<file path="src/core/csm_pkg.sv">
// Package with types and constants for the core state, mode and byte order block.
package csm_pkg;

	// ****************************************
	// Mode and state encodings
	// ****************************************
	typedef enum logic [4:0]
	{
		CSM_MODE_USER = 5'h10,
		CSM_MODE_FAST_IRQ = 5'h11,
		CSM_MODE_IRQ = 5'h12,
		CSM_MODE_SUPERVISOR = 5'h13,
		CSM_MODE_ABORT = 5'h17,
		CSM_MODE_UNDEFINED = 5'h1B,
		CSM_MODE_SYSTEM = 5'h1F
	} csm_mode_t;

	typedef enum logic [0:0]
	{
		CSM_ISET_WIDE = 1'b0,
		CSM_ISET_COMPACT = 1'b1
	} csm_iset_t;

	// ****************************************
	// Events
	// ****************************************
	typedef enum logic [3:0]
	{
		CSM_EV_NONE = 4'h0,
		CSM_EV_BRANCH_EXCHANGE = 4'h1,
		CSM_EV_BRANCH_LINK_EXCHANGE = 4'h2,
		CSM_EV_BRANCH_EXCHANGE_BYTECODE = 4'h3,
		CSM_EV_LOAD_PC = 4'h4,
		CSM_EV_DATA_PROC_PC = 4'h5,
		CSM_EV_FAST_IRQ = 4'h6,
		CSM_EV_IRQ = 4'h7,
		CSM_EV_SUPERVISOR_CALL = 4'h8,
		CSM_EV_DATA_ABORT = 4'h9,
		CSM_EV_PREFETCH_ABORT = 4'hA,
		CSM_EV_UNDEFINED = 4'hB,
		CSM_EV_MODE_WRITE = 4'hC
	} csm_event_t;

	// Instruction-flow event from the decode stage.
	typedef struct packed
	{
		logic valid;
		csm_event_t kind;
		logic target_lsb;
		logic sets_flags;
		logic handler_compact;
		csm_mode_t new_mode;
	} csm_event_req_t;

	// Data access request and the byte lanes it produces.
	typedef struct packed
	{
		logic valid;
		logic [31:0] addr;
		logic [1:0] size;
		logic big_endian;
		logic [31:0] wdata;
	} csm_access_t;

	typedef struct packed
	{
		logic valid;
		logic [3:0] lane_en;
		logic [31:0] lane_data;
		logic [1:0] word_span;
		logic allocate_l1;
	} csm_lanes_t;

	// ****************************************
	// Constants
	// ****************************************
	localparam logic [1:0] CSM_SIZE_BYTE = 2'h0;
	localparam logic [1:0] CSM_SIZE_HALF = 2'h1;
	localparam logic [1:0] CSM_SIZE_WORD = 2'h2;
	localparam logic [1:0] CSM_WIDE_ALIGN_MASK = 2'h3;
	localparam logic [1:0] CSM_COMPACT_ALIGN_MASK = 2'h1;
	localparam int CSM_GPR_COUNT = 16;
	localparam int CSM_FIQ_BANK_FIRST = 8;
	localparam int CSM_FIQ_BANK_LAST = 14;
	localparam logic [4:0] CSM_RESET_MODE = 5'h13;
	localparam logic CSM_RESET_ISET = 1'b0;

endpackage

</file>
<file path="src/core/csm_byte_lane.sv">
// Byte lane placement for one data access in either byte order.
`timescale 1ns/1ns
module csm_byte_lane
	import csm_pkg::*;
(
	input wire logic [1:0] offset_in,
	input wire logic [1:0] size_in,
	input wire logic big_endian_in,
	input wire logic [31:0] wdata_in,
	output logic [3:0] lane_en_out,
	output logic [31:0] lane_data_out,
	output logic [1:0] word_span_out
);

	// Shift a value left by a whole number of bytes.
	function automatic logic [63:0] rot_bytes(input logic [63:0] v,
		input logic [2:0] n);
		logic [6:0] sh;
		sh = {n, 3'h0} + 7'h00;
		rot_bytes = v << sh;
	endfunction

	logic [31:0] ordered;
	logic [63:0] shifted;
	logic [7:0] mask8;

	// Order bytes within the item; big-endian reverses them so the top
	// byte meets the lowest address. Lanes then shift by the offset.
	always_comb
	begin
		ordered = wdata_in;
		mask8 = 8'h00;
		if (size_in == CSM_SIZE_WORD)
		begin
			mask8 = 8'h0F;
			if (big_endian_in)
				ordered = {wdata_in[7:0], wdata_in[15:8],
					wdata_in[23:16], wdata_in[31:24]};
		end
		else if (size_in == CSM_SIZE_HALF)
		begin
			mask8 = 8'h03;
			if (big_endian_in)
				ordered = {16'h0000, wdata_in[7:0], wdata_in[15:8]};
			else
				ordered = {16'h0000, wdata_in[15:0]};
		end
		else
		begin
			mask8 = 8'h01;
			ordered = {24'h00_0000, wdata_in[7:0]};
		end
		shifted = rot_bytes({32'h0000_0000, ordered}, {1'b0, offset_in});
		mask8 = mask8 << offset_in;
		lane_en_out = mask8[3:0];
		lane_data_out = shifted[31:0];
		word_span_out = (mask8[7:4] != 4'h0) ? 2'h2 : 2'h1;
	end

endmodule

</file>
<file path="src/core/csm_core_ctrl.sv">
// Core state, mode tracking and data byte order placement.
`timescale 1ns/1ns
module csm_core_ctrl
	import csm_pkg::*;
#(
	parameter int PHYS_REGS = 23
)
(
	input wire logic sys_clk_in,
	input wire logic rst_in,
	input wire csm_event_req_t event_in,
	input wire logic [31:0] fetch_addr_in,
	input wire logic fetch_is_32_in,
	input wire logic [3:0] reg_index_in,
	input wire csm_access_t access_in,
	input wire logic region_shared_in,
	input wire logic region_cacheable_in,
	input wire logic protected_req_in,
	output csm_mode_t mode_out,
	output csm_iset_t iset_out,
	output logic privileged_out,
	output logic protected_grant_out,
	output logic fetch_fault_out,
	output logic [4:0] phys_reg_out,
	output csm_lanes_t lanes_out,
	output logic coherency_hw_out
);

	// ****************************************
	// Elaboration checks
	// ****************************************
	// The physical index is five bits wide, so more than 32 cannot be named.
	if (PHYS_REGS < CSM_GPR_COUNT + CSM_FIQ_BANK_LAST - CSM_FIQ_BANK_FIRST + 1
		|| PHYS_REGS > 32)
	begin : g_bad_regs
		$error("PHYS_REGS outside what the fast bank and index can serve");
	end

	// ****************************************
	// Helper functions
	// ****************************************

	// True for every mode apart from user.
	function automatic logic is_privileged(input csm_mode_t m);
		is_privileged = (m != CSM_MODE_USER);
	endfunction

	// True when the encoding is one of the seven defined modes.
	function automatic logic is_valid_mode(input logic [4:0] m);
		case (m)
			CSM_MODE_USER, CSM_MODE_FAST_IRQ, CSM_MODE_IRQ,
			CSM_MODE_SUPERVISOR, CSM_MODE_ABORT, CSM_MODE_UNDEFINED,
			CSM_MODE_SYSTEM: is_valid_mode = 1'b1;
			default: is_valid_mode = 1'b0;
		endcase
	endfunction

	// ****************************************
	// Status register
	// ****************************************
	csm_mode_t mode_reg;
	csm_mode_t mode_next;
	csm_iset_t iset_reg;
	csm_iset_t iset_next;
	logic is_exchange;

	// Work out the next mode and state from the single event this cycle.
	// Only the listed events touch the status; anything else holds it.
	always_comb
	begin
		mode_next = mode_reg;
		iset_next = iset_reg;
		is_exchange = 1'b0;
		if (event_in.valid)
		begin
			case (event_in.kind)
				CSM_EV_BRANCH_EXCHANGE, CSM_EV_BRANCH_LINK_EXCHANGE,
				CSM_EV_BRANCH_EXCHANGE_BYTECODE, CSM_EV_LOAD_PC:
				begin
					is_exchange = 1'b1;
				end
				CSM_EV_DATA_PROC_PC:
				begin
					is_exchange = !event_in.sets_flags;
				end
				CSM_EV_FAST_IRQ:
				begin
					mode_next = CSM_MODE_FAST_IRQ;
					iset_next = csm_iset_t'(event_in.handler_compact);
				end
				CSM_EV_IRQ:
				begin
					mode_next = CSM_MODE_IRQ;
					iset_next = csm_iset_t'(event_in.handler_compact);
				end
				CSM_EV_SUPERVISOR_CALL:
				begin
					mode_next = CSM_MODE_SUPERVISOR;
					iset_next = csm_iset_t'(event_in.handler_compact);
				end
				CSM_EV_DATA_ABORT, CSM_EV_PREFETCH_ABORT:
				begin
					mode_next = CSM_MODE_ABORT;
					iset_next = csm_iset_t'(event_in.handler_compact);
				end
				CSM_EV_UNDEFINED:
				begin
					mode_next = CSM_MODE_UNDEFINED;
					iset_next = csm_iset_t'(event_in.handler_compact);
				end
				CSM_EV_MODE_WRITE:
				begin
					// User mode cannot raise itself; bad codes are ignored.
					if (is_privileged(mode_reg) &&
						is_valid_mode(event_in.new_mode))
						mode_next = event_in.new_mode;
				end
				default:
				begin
					mode_next = mode_reg;
				end
			endcase
			// An exchange alters only the state bit, never the mode.
			if (is_exchange)
				iset_next = csm_iset_t'(event_in.target_lsb);
		end
	end

	// Status register update.
	always_ff @(posedge sys_clk_in)
	begin
		if (rst_in)
		begin
			mode_reg <= csm_mode_t'(CSM_RESET_MODE);
			iset_reg <= csm_iset_t'(CSM_RESET_ISET);
		end
		else
		begin
			mode_reg <= mode_next;
			iset_reg <= iset_next;
		end
	end

	assign mode_out = mode_reg;
	assign iset_out = iset_reg;
	assign privileged_out = is_privileged(mode_reg);
	assign protected_grant_out = protected_req_in &&
		is_privileged(mode_reg);

	// ****************************************
	// Fetch alignment check
	// ****************************************

	// Wide state demands word alignment and rejects 16-bit fetches;
	// compact state needs halfword alignment only.
	always_comb
	begin
		if (iset_reg == CSM_ISET_WIDE)
			fetch_fault_out = ((fetch_addr_in[1:0] &
				CSM_WIDE_ALIGN_MASK) != 2'h0) || !fetch_is_32_in;
		else
			fetch_fault_out = (fetch_addr_in[0] &
				CSM_COMPACT_ALIGN_MASK[0]) != 1'b0;
	end

	// ****************************************
	// Register bank selection
	// ****************************************
	logic in_fiq_bank;

	// Fast mode swaps ..for its own copies placed after the shared
	// sixteen. The other banked copies live in a separate register block.
	always_comb
	begin
		in_fiq_bank = (mode_reg == CSM_MODE_FAST_IRQ) &&
			(reg_index_in >= 4'(CSM_FIQ_BANK_FIRST)) &&
			(reg_index_in <= 4'(CSM_FIQ_BANK_LAST));
		if (in_fiq_bank)
			phys_reg_out = 5'(CSM_GPR_COUNT) +
				5'(reg_index_in - 4'(CSM_FIQ_BANK_FIRST));
		else
			phys_reg_out = {1'b0, reg_index_in};
	end

	// ****************************************
	// Data byte placement
	// ****************************************
	logic [3:0] lane_en;
	logic [31:0] lane_data;
	logic [1:0] word_span;

	// Each access picks its own byte order, so mixed order costs nothing.
	csm_byte_lane u_lane
	(
		.offset_in(access_in.addr[1:0]),
		.size_in(access_in.size),
		.big_endian_in(access_in.big_endian),
		.wdata_in(access_in.wdata),
		.lane_en_out(lane_en),
		.lane_data_out(lane_data),
		.word_span_out(word_span)
	);

	// Register the placed lanes with the cache allocation decision.
	always_ff @(posedge sys_clk_in)
	begin
		if (rst_in)
		begin
			lanes_out <= '0;
		end
		else
		begin
			lanes_out.valid <= access_in.valid;
			lanes_out.lane_en <= lane_en;
			lanes_out.lane_data <= lane_data;
			lanes_out.word_span <= word_span;
			// Shared data stays out of level one so other masters see it.
			lanes_out.allocate_l1 <= access_in.valid &&
				region_cacheable_in && !region_shared_in;
		end
	end

	// No snooping exists between twin cores; software must maintain it.
	assign coherency_hw_out = 1'b0;

endmodule

</file>
<file path="config.mk">
export PLATFORM = sky130hd
export DESIGN_NAME = csm_core_ctrl
export DESIGN_NICKNAME = d
export VERILOG_FILES = /design/src/core/csm_pkg.sv /design/src/core/csm_byte_lane.sv /design/src/core/csm_core_ctrl.sv
export SDC_FILE = /design/constraint.sdc
export NUM_CORES = 1
export LEC_CHECK = 0
export ABC_AREA = 1
export BUFFER_PORTS_ARGS = -buffer_cell sky130_fd_sc_hd__buf_2
export CAP_MARGIN = 30
export CORE_UTILIZATION = 38
export CTS_CLUSTER_SIZE = 24
export DETAILED_ROUTE_END_ITERATION = 10
export PLACE_DENSITY = 0.89
export SYNTH_ARGS = -nofsm -noshare
export SYNTH_HDL_FRONTEND = slang
export SYNTH_SLANG_ARGS = --single-unit
</file>
<file path="constraint.sdc">
create_clock -name sys_clk_in -period 1.2 [get_ports sys_clk_in]
set_input_delay 0.12 -clock sys_clk_in [delete_from_list [all_inputs] [get_ports sys_clk_in]]
set_output_delay 0.12 -clock sys_clk_in [all_outputs]
set_load 0.02 [all_outputs]
</file>
==> impl_metrics.py <==
metrics = {
    "run_status": {
        "status": "finished, violations left",
        "violations": "setup timing",
    },
    "timing": {
        "hold_slack_ns": 0.03788,
        "min_period_ns": 1.554,
        "hold_viol_final": 0,
        "timing_max_transition_violations_final": 0,
        "setup_ws_ns": -0.3539,
        "setup_total_negative_slack_ns": -1.001,
        "finClkSkew_ns": 0.0001710,
        "min_period_over_period_pct": 129.5,
        "report.final.setup_viol": 7,
        "grt_setup_unrepaired": "yes",
        "fmax_mhz": 643.5,
    },
    "die": {
        "design.portCount": 178,
        "core_mm2": 0.006756,
        "horizontal_extent_of_the_die_um": 85.57,
        "floorplan.rows": 30,
        "dieArea_mm2": 0.007322,
        "die_height_um": 85.57,
        "floorplan.initialDensity_pct": 39.28,
    },
    "layout": {
        "antenna-diode-count": 0,
        "syn2layout_area_growth_pct": 40.69,
        "nFillCells": 659,
        "design_area_mm2": 0.003734,
        "layout.core_utilization_pct": 55.26,
        "post_route_cells_drive_above_1_share_pct": 31.62,
        "final_net_count": 708,
    },
    "routing": {
        "remaining_drc_errors": 0,
        "drtPass1Iterations": 5,
        "route.antenna.remaining_nets": 0,
        "drt-vias-per-instance": 5.172,
        "route.vias.total": 3424,
        "wl_per_cell_um": 13.70,
        "drt-initial-drc-count": 235,
        "routed_wire_length_um": 9069,
    },
    "cts": {
        "max-clock-path-buffers": 2,
        "cts_buffers": 5,
        "cts.sink_count": 46,
        "tritoncts": "done",
        "cts_root_buffer": "sky130_fd_sc_hd__clkbuf_8",
        "insertion_delay_ns": 0.30,
        "clk_transition_reported_paths_ns": 0.07,
        "htree_levels": 2,
    },
    "grt": {
        "first_global_vias": 3182,
        "antenna_violations_before_repair": 0,
        "grt_start_max_net_pins": 19,
        "global_route.overflow_total": 0,
        "grt_first_pass_wirelength_um": 13750,
        "groute.usage.overall_pct": 23.80,
    },
    "synthesis": {
        "post_synth_inst_count": 435,
        "syn_avg_cell_area_um2": 6.101,
        "ys_types": 27,
        "mappedNetlistArea_mm2": 0.002654,
        "postSynthRegisterBits": 46,
        "yosysSeqAreaShare_pct": 34.70,
        "net_count_synth": 561,
        "synth.yosys.warnings": 0,
    },
    "placed_design": {
        "dp.final_hpwl_um": 6905,
        "port_buffers": 116,
        "detailedPlace.worstSlack_ns": -0.2048,
        "routabilityCongestion": 0.9642,
        "placed_area_mm2": 0.003545,
    },
    "setup_path": {
        "crit_fanout": 2,
        "timing.critical_path.to_type": "primary output",
        "worstSetupPathType": "reg2out",
        "worst_ep_arrival_time_ns": 1.43,
        "startpoint_class_of_the_critical_path": "flip-flop",
        "cp.required_ns": 1.08,
    },
    "power": {
        "power.density_cell_area_mw_per_mm2": 980.8,
        "power.ir.vdd_worst_mv": 0.4181,
        "p_leak_uw": 0.002090,
    },
    "worst_hold_path": {
        "worst_hold_class": "in2reg",
    },
    "job": {
        "maxCapViolCount": 0,
    },
}
==> logic make-up after synthesis <==
logic type,after synthesis,synth area share [%]
AND/OR/NAND/NOR,238,35.88
other,1,0.1413
AO/OA/AOI/OAI,79,16.50
adder cells (fa/ha/maj),3,1.415
buffers and inverters,68,11.36
flip-flops,46,34.70
==> metal layers <==
metal / up-vias / global-route usage, % / wire, um
met5: - / 0 / 0
met4: 0 / 12.58 / 358
met3: 36 / 3.946 / 897
met2: 206 / 41.89 / 4331
met1: 1509 / 27.72 / 3482
li1: 1673 / - / -
==> layout make-up <==
cell class	instances	area, um2	share of cell area, %
multi-input cells	321	1508	40.38
well taps	80	100.1	2.681
inverters	50	190.2	5.094
flip-flops and latches	46	927.1	24.83
clock buffers	7	76.32	2.044
repair buffers	158	932.1	24.97
==> state kept, by name, indices dropped and copies added (netlist names) <==
name,flops
lanes_out,40
mode_out,5
iset_out,1
==> placed cells by master (no fill, tap or decap), types with 2 or more instances in the layout <==
cell type | netlist | layout
sky130_fd_sc_hd__inv_2 | 3 | 2
sky130_fd_sc_hd__a21boi_0 | 3 | 3
sky130_fd_sc_hd__dfxtp_1 | 46 | 41
sky130_fd_sc_hd__nand2_1 | 151 | 147
sky130_fd_sc_hd__clkbuf_8 | 1 | 5
sky130_fd_sc_hd__clkinv_1 | 2 | 2
sky130_fd_sc_hd__nand2_4 | 1 | 3
sky130_fd_sc_hd__o21ai_0 | 26 | 25
sky130_fd_sc_hd__nand3_2 | 0 | 3
sky130_fd_sc_hd__ha_1 | 3 | 2
sky130_fd_sc_hd__nor2_1 | 48 | 45
sky130_fd_sc_hd__nand2_2 | 0 | 2
sky130_fd_sc_hd__clkbuf_1 | 7 | 2
sky130_fd_sc_hd__dfxtp_2 | 0 | 5
sky130_fd_sc_hd__a21oi_1 | 31 | 31
sky130_fd_sc_hd__buf_6 | 1 | 3
sky130_fd_sc_hd__nor2_2 | 0 | 2
sky130_fd_sc_hd__buf_4 | 7 | 41
sky130_fd_sc_hd__o22ai_1 | 7 | 7
sky130_fd_sc_hd__inv_1 | 45 | 45
sky130_fd_sc_hd__o211ai_1 | 8 | 8
sky130_fd_sc_hd__buf_2 | 2 | 112
sky130_fd_sc_hd__nand3_1 | 35 | 31
==> cells in the mapped netlist <==
cell,number,area share (%)
sky130_fd_sc_hd__nand2_1,151,21
sky130_fd_sc_hd__nor2_1,48,6.8
sky130_fd_sc_hd__dfxtp_1,46,35
sky130_fd_sc_hd__inv_1,45,6.4
sky130_fd_sc_hd__nand3_1,35,6.6
sky130_fd_sc_hd__a21oi_1,31,5.8
sky130_fd_sc_hd__o21ai_0,26,4.9
sky130_fd_sc_hd__o211ai_1,8,2.3
sky130_fd_sc_hd__buf_4,7,2.0
sky130_fd_sc_hd__clkbuf_1,7,0.99
sky130_fd_sc_hd__o22ai_1,7,1.7
sky130_fd_sc_hd__a21boi_0,3,0.85
sky130_fd_sc_hd__ha_1,3,1.4
sky130_fd_sc_hd__inv_2,3,0.42
sky130_fd_sc_hd__buf_2,2,0.38
sky130_fd_sc_hd__clkinv_1,2,0.28
sky130_fd_sc_hd__a31oi_1,1,0.24
sky130_fd_sc_hd__buf_6,1,0.42
sky130_fd_sc_hd__clkbuf_8,1,0.52
sky130_fd_sc_hd__conb_1,1,0.14
sky130_fd_sc_hd__nand2_4,1,0.42
sky130_fd_sc_hd__nand3b_1,1,0.28
sky130_fd_sc_hd__nand4_1,1,0.24
sky130_fd_sc_hd__nor3_1,1,0.19
sky130_fd_sc_hd__o21ai_1,1,0.19
sky130_fd_sc_hd__o21bai_1,1,0.28
sky130_fd_sc_hd__o31ai_1,1,0.28
==> path summary, 6_finish.rpt <==
kind / start / to / slack [ns] / cells past startpoint
worst max-delay path: mode_out[2]$_SDFFE_PP0P_ / phys_reg_out[3] / -0.35 / 5
worst min-delay path: access_in[67] / lanes_out[39]$_SDFF_PP0_ / 0.04 / 3
worst min register to register: mode_out[4]$_SDFFE_PP1P_ / mode_out[4]$_SDFFE_PP1P_ / 0.52 / 1
worst max register to register: mode_out[1]$_SDFFE_PP1P_ / mode_out[2]$_SDFFE_PP0P_ / -0.09 / 9
==> power breakdown <==
group          total [uW]  internal [uW]  switching (uW)
sequential           1650           1620            32.9
combinational        1120            438             678
clock                 896            402             494
total                3660           2460            1200
==> stage by stage <==
stage / std cells / total power (uW)
after floorplan: 435 / 2295
after global placement: 652 / 2704
after detailed placement: 652 / 2727
after CTS: 662 / 3624
after global routing: 662 / 3837
final: 662 / 3662
==> worst max-delay path, stage by stage, from the launching register on <==
cell	delay, ns
sky130_fd_sc_hd__dfxtp_2	0.34
sky130_fd_sc_hd__nor2_4	0.10
sky130_fd_sc_hd__nand4_1	0.09
sky130_fd_sc_hd__a31oi_1	0.19
sky130_fd_sc_hd__ha_1	0.28
sky130_fd_sc_hd__buf_6	0.14
==> timing repair <==
action / in CTS / in global routing
cloned: 0 / 0
endpoints found under the setup margin: 3 / 12
hold buffers: 1 / 0
hold endpoints to repair: 1 / 0
setup buffers: 2 / 1
resized for setup: 6 / 17
pin swaps: 3 / 6
Power figures use the tool's default switching activity.
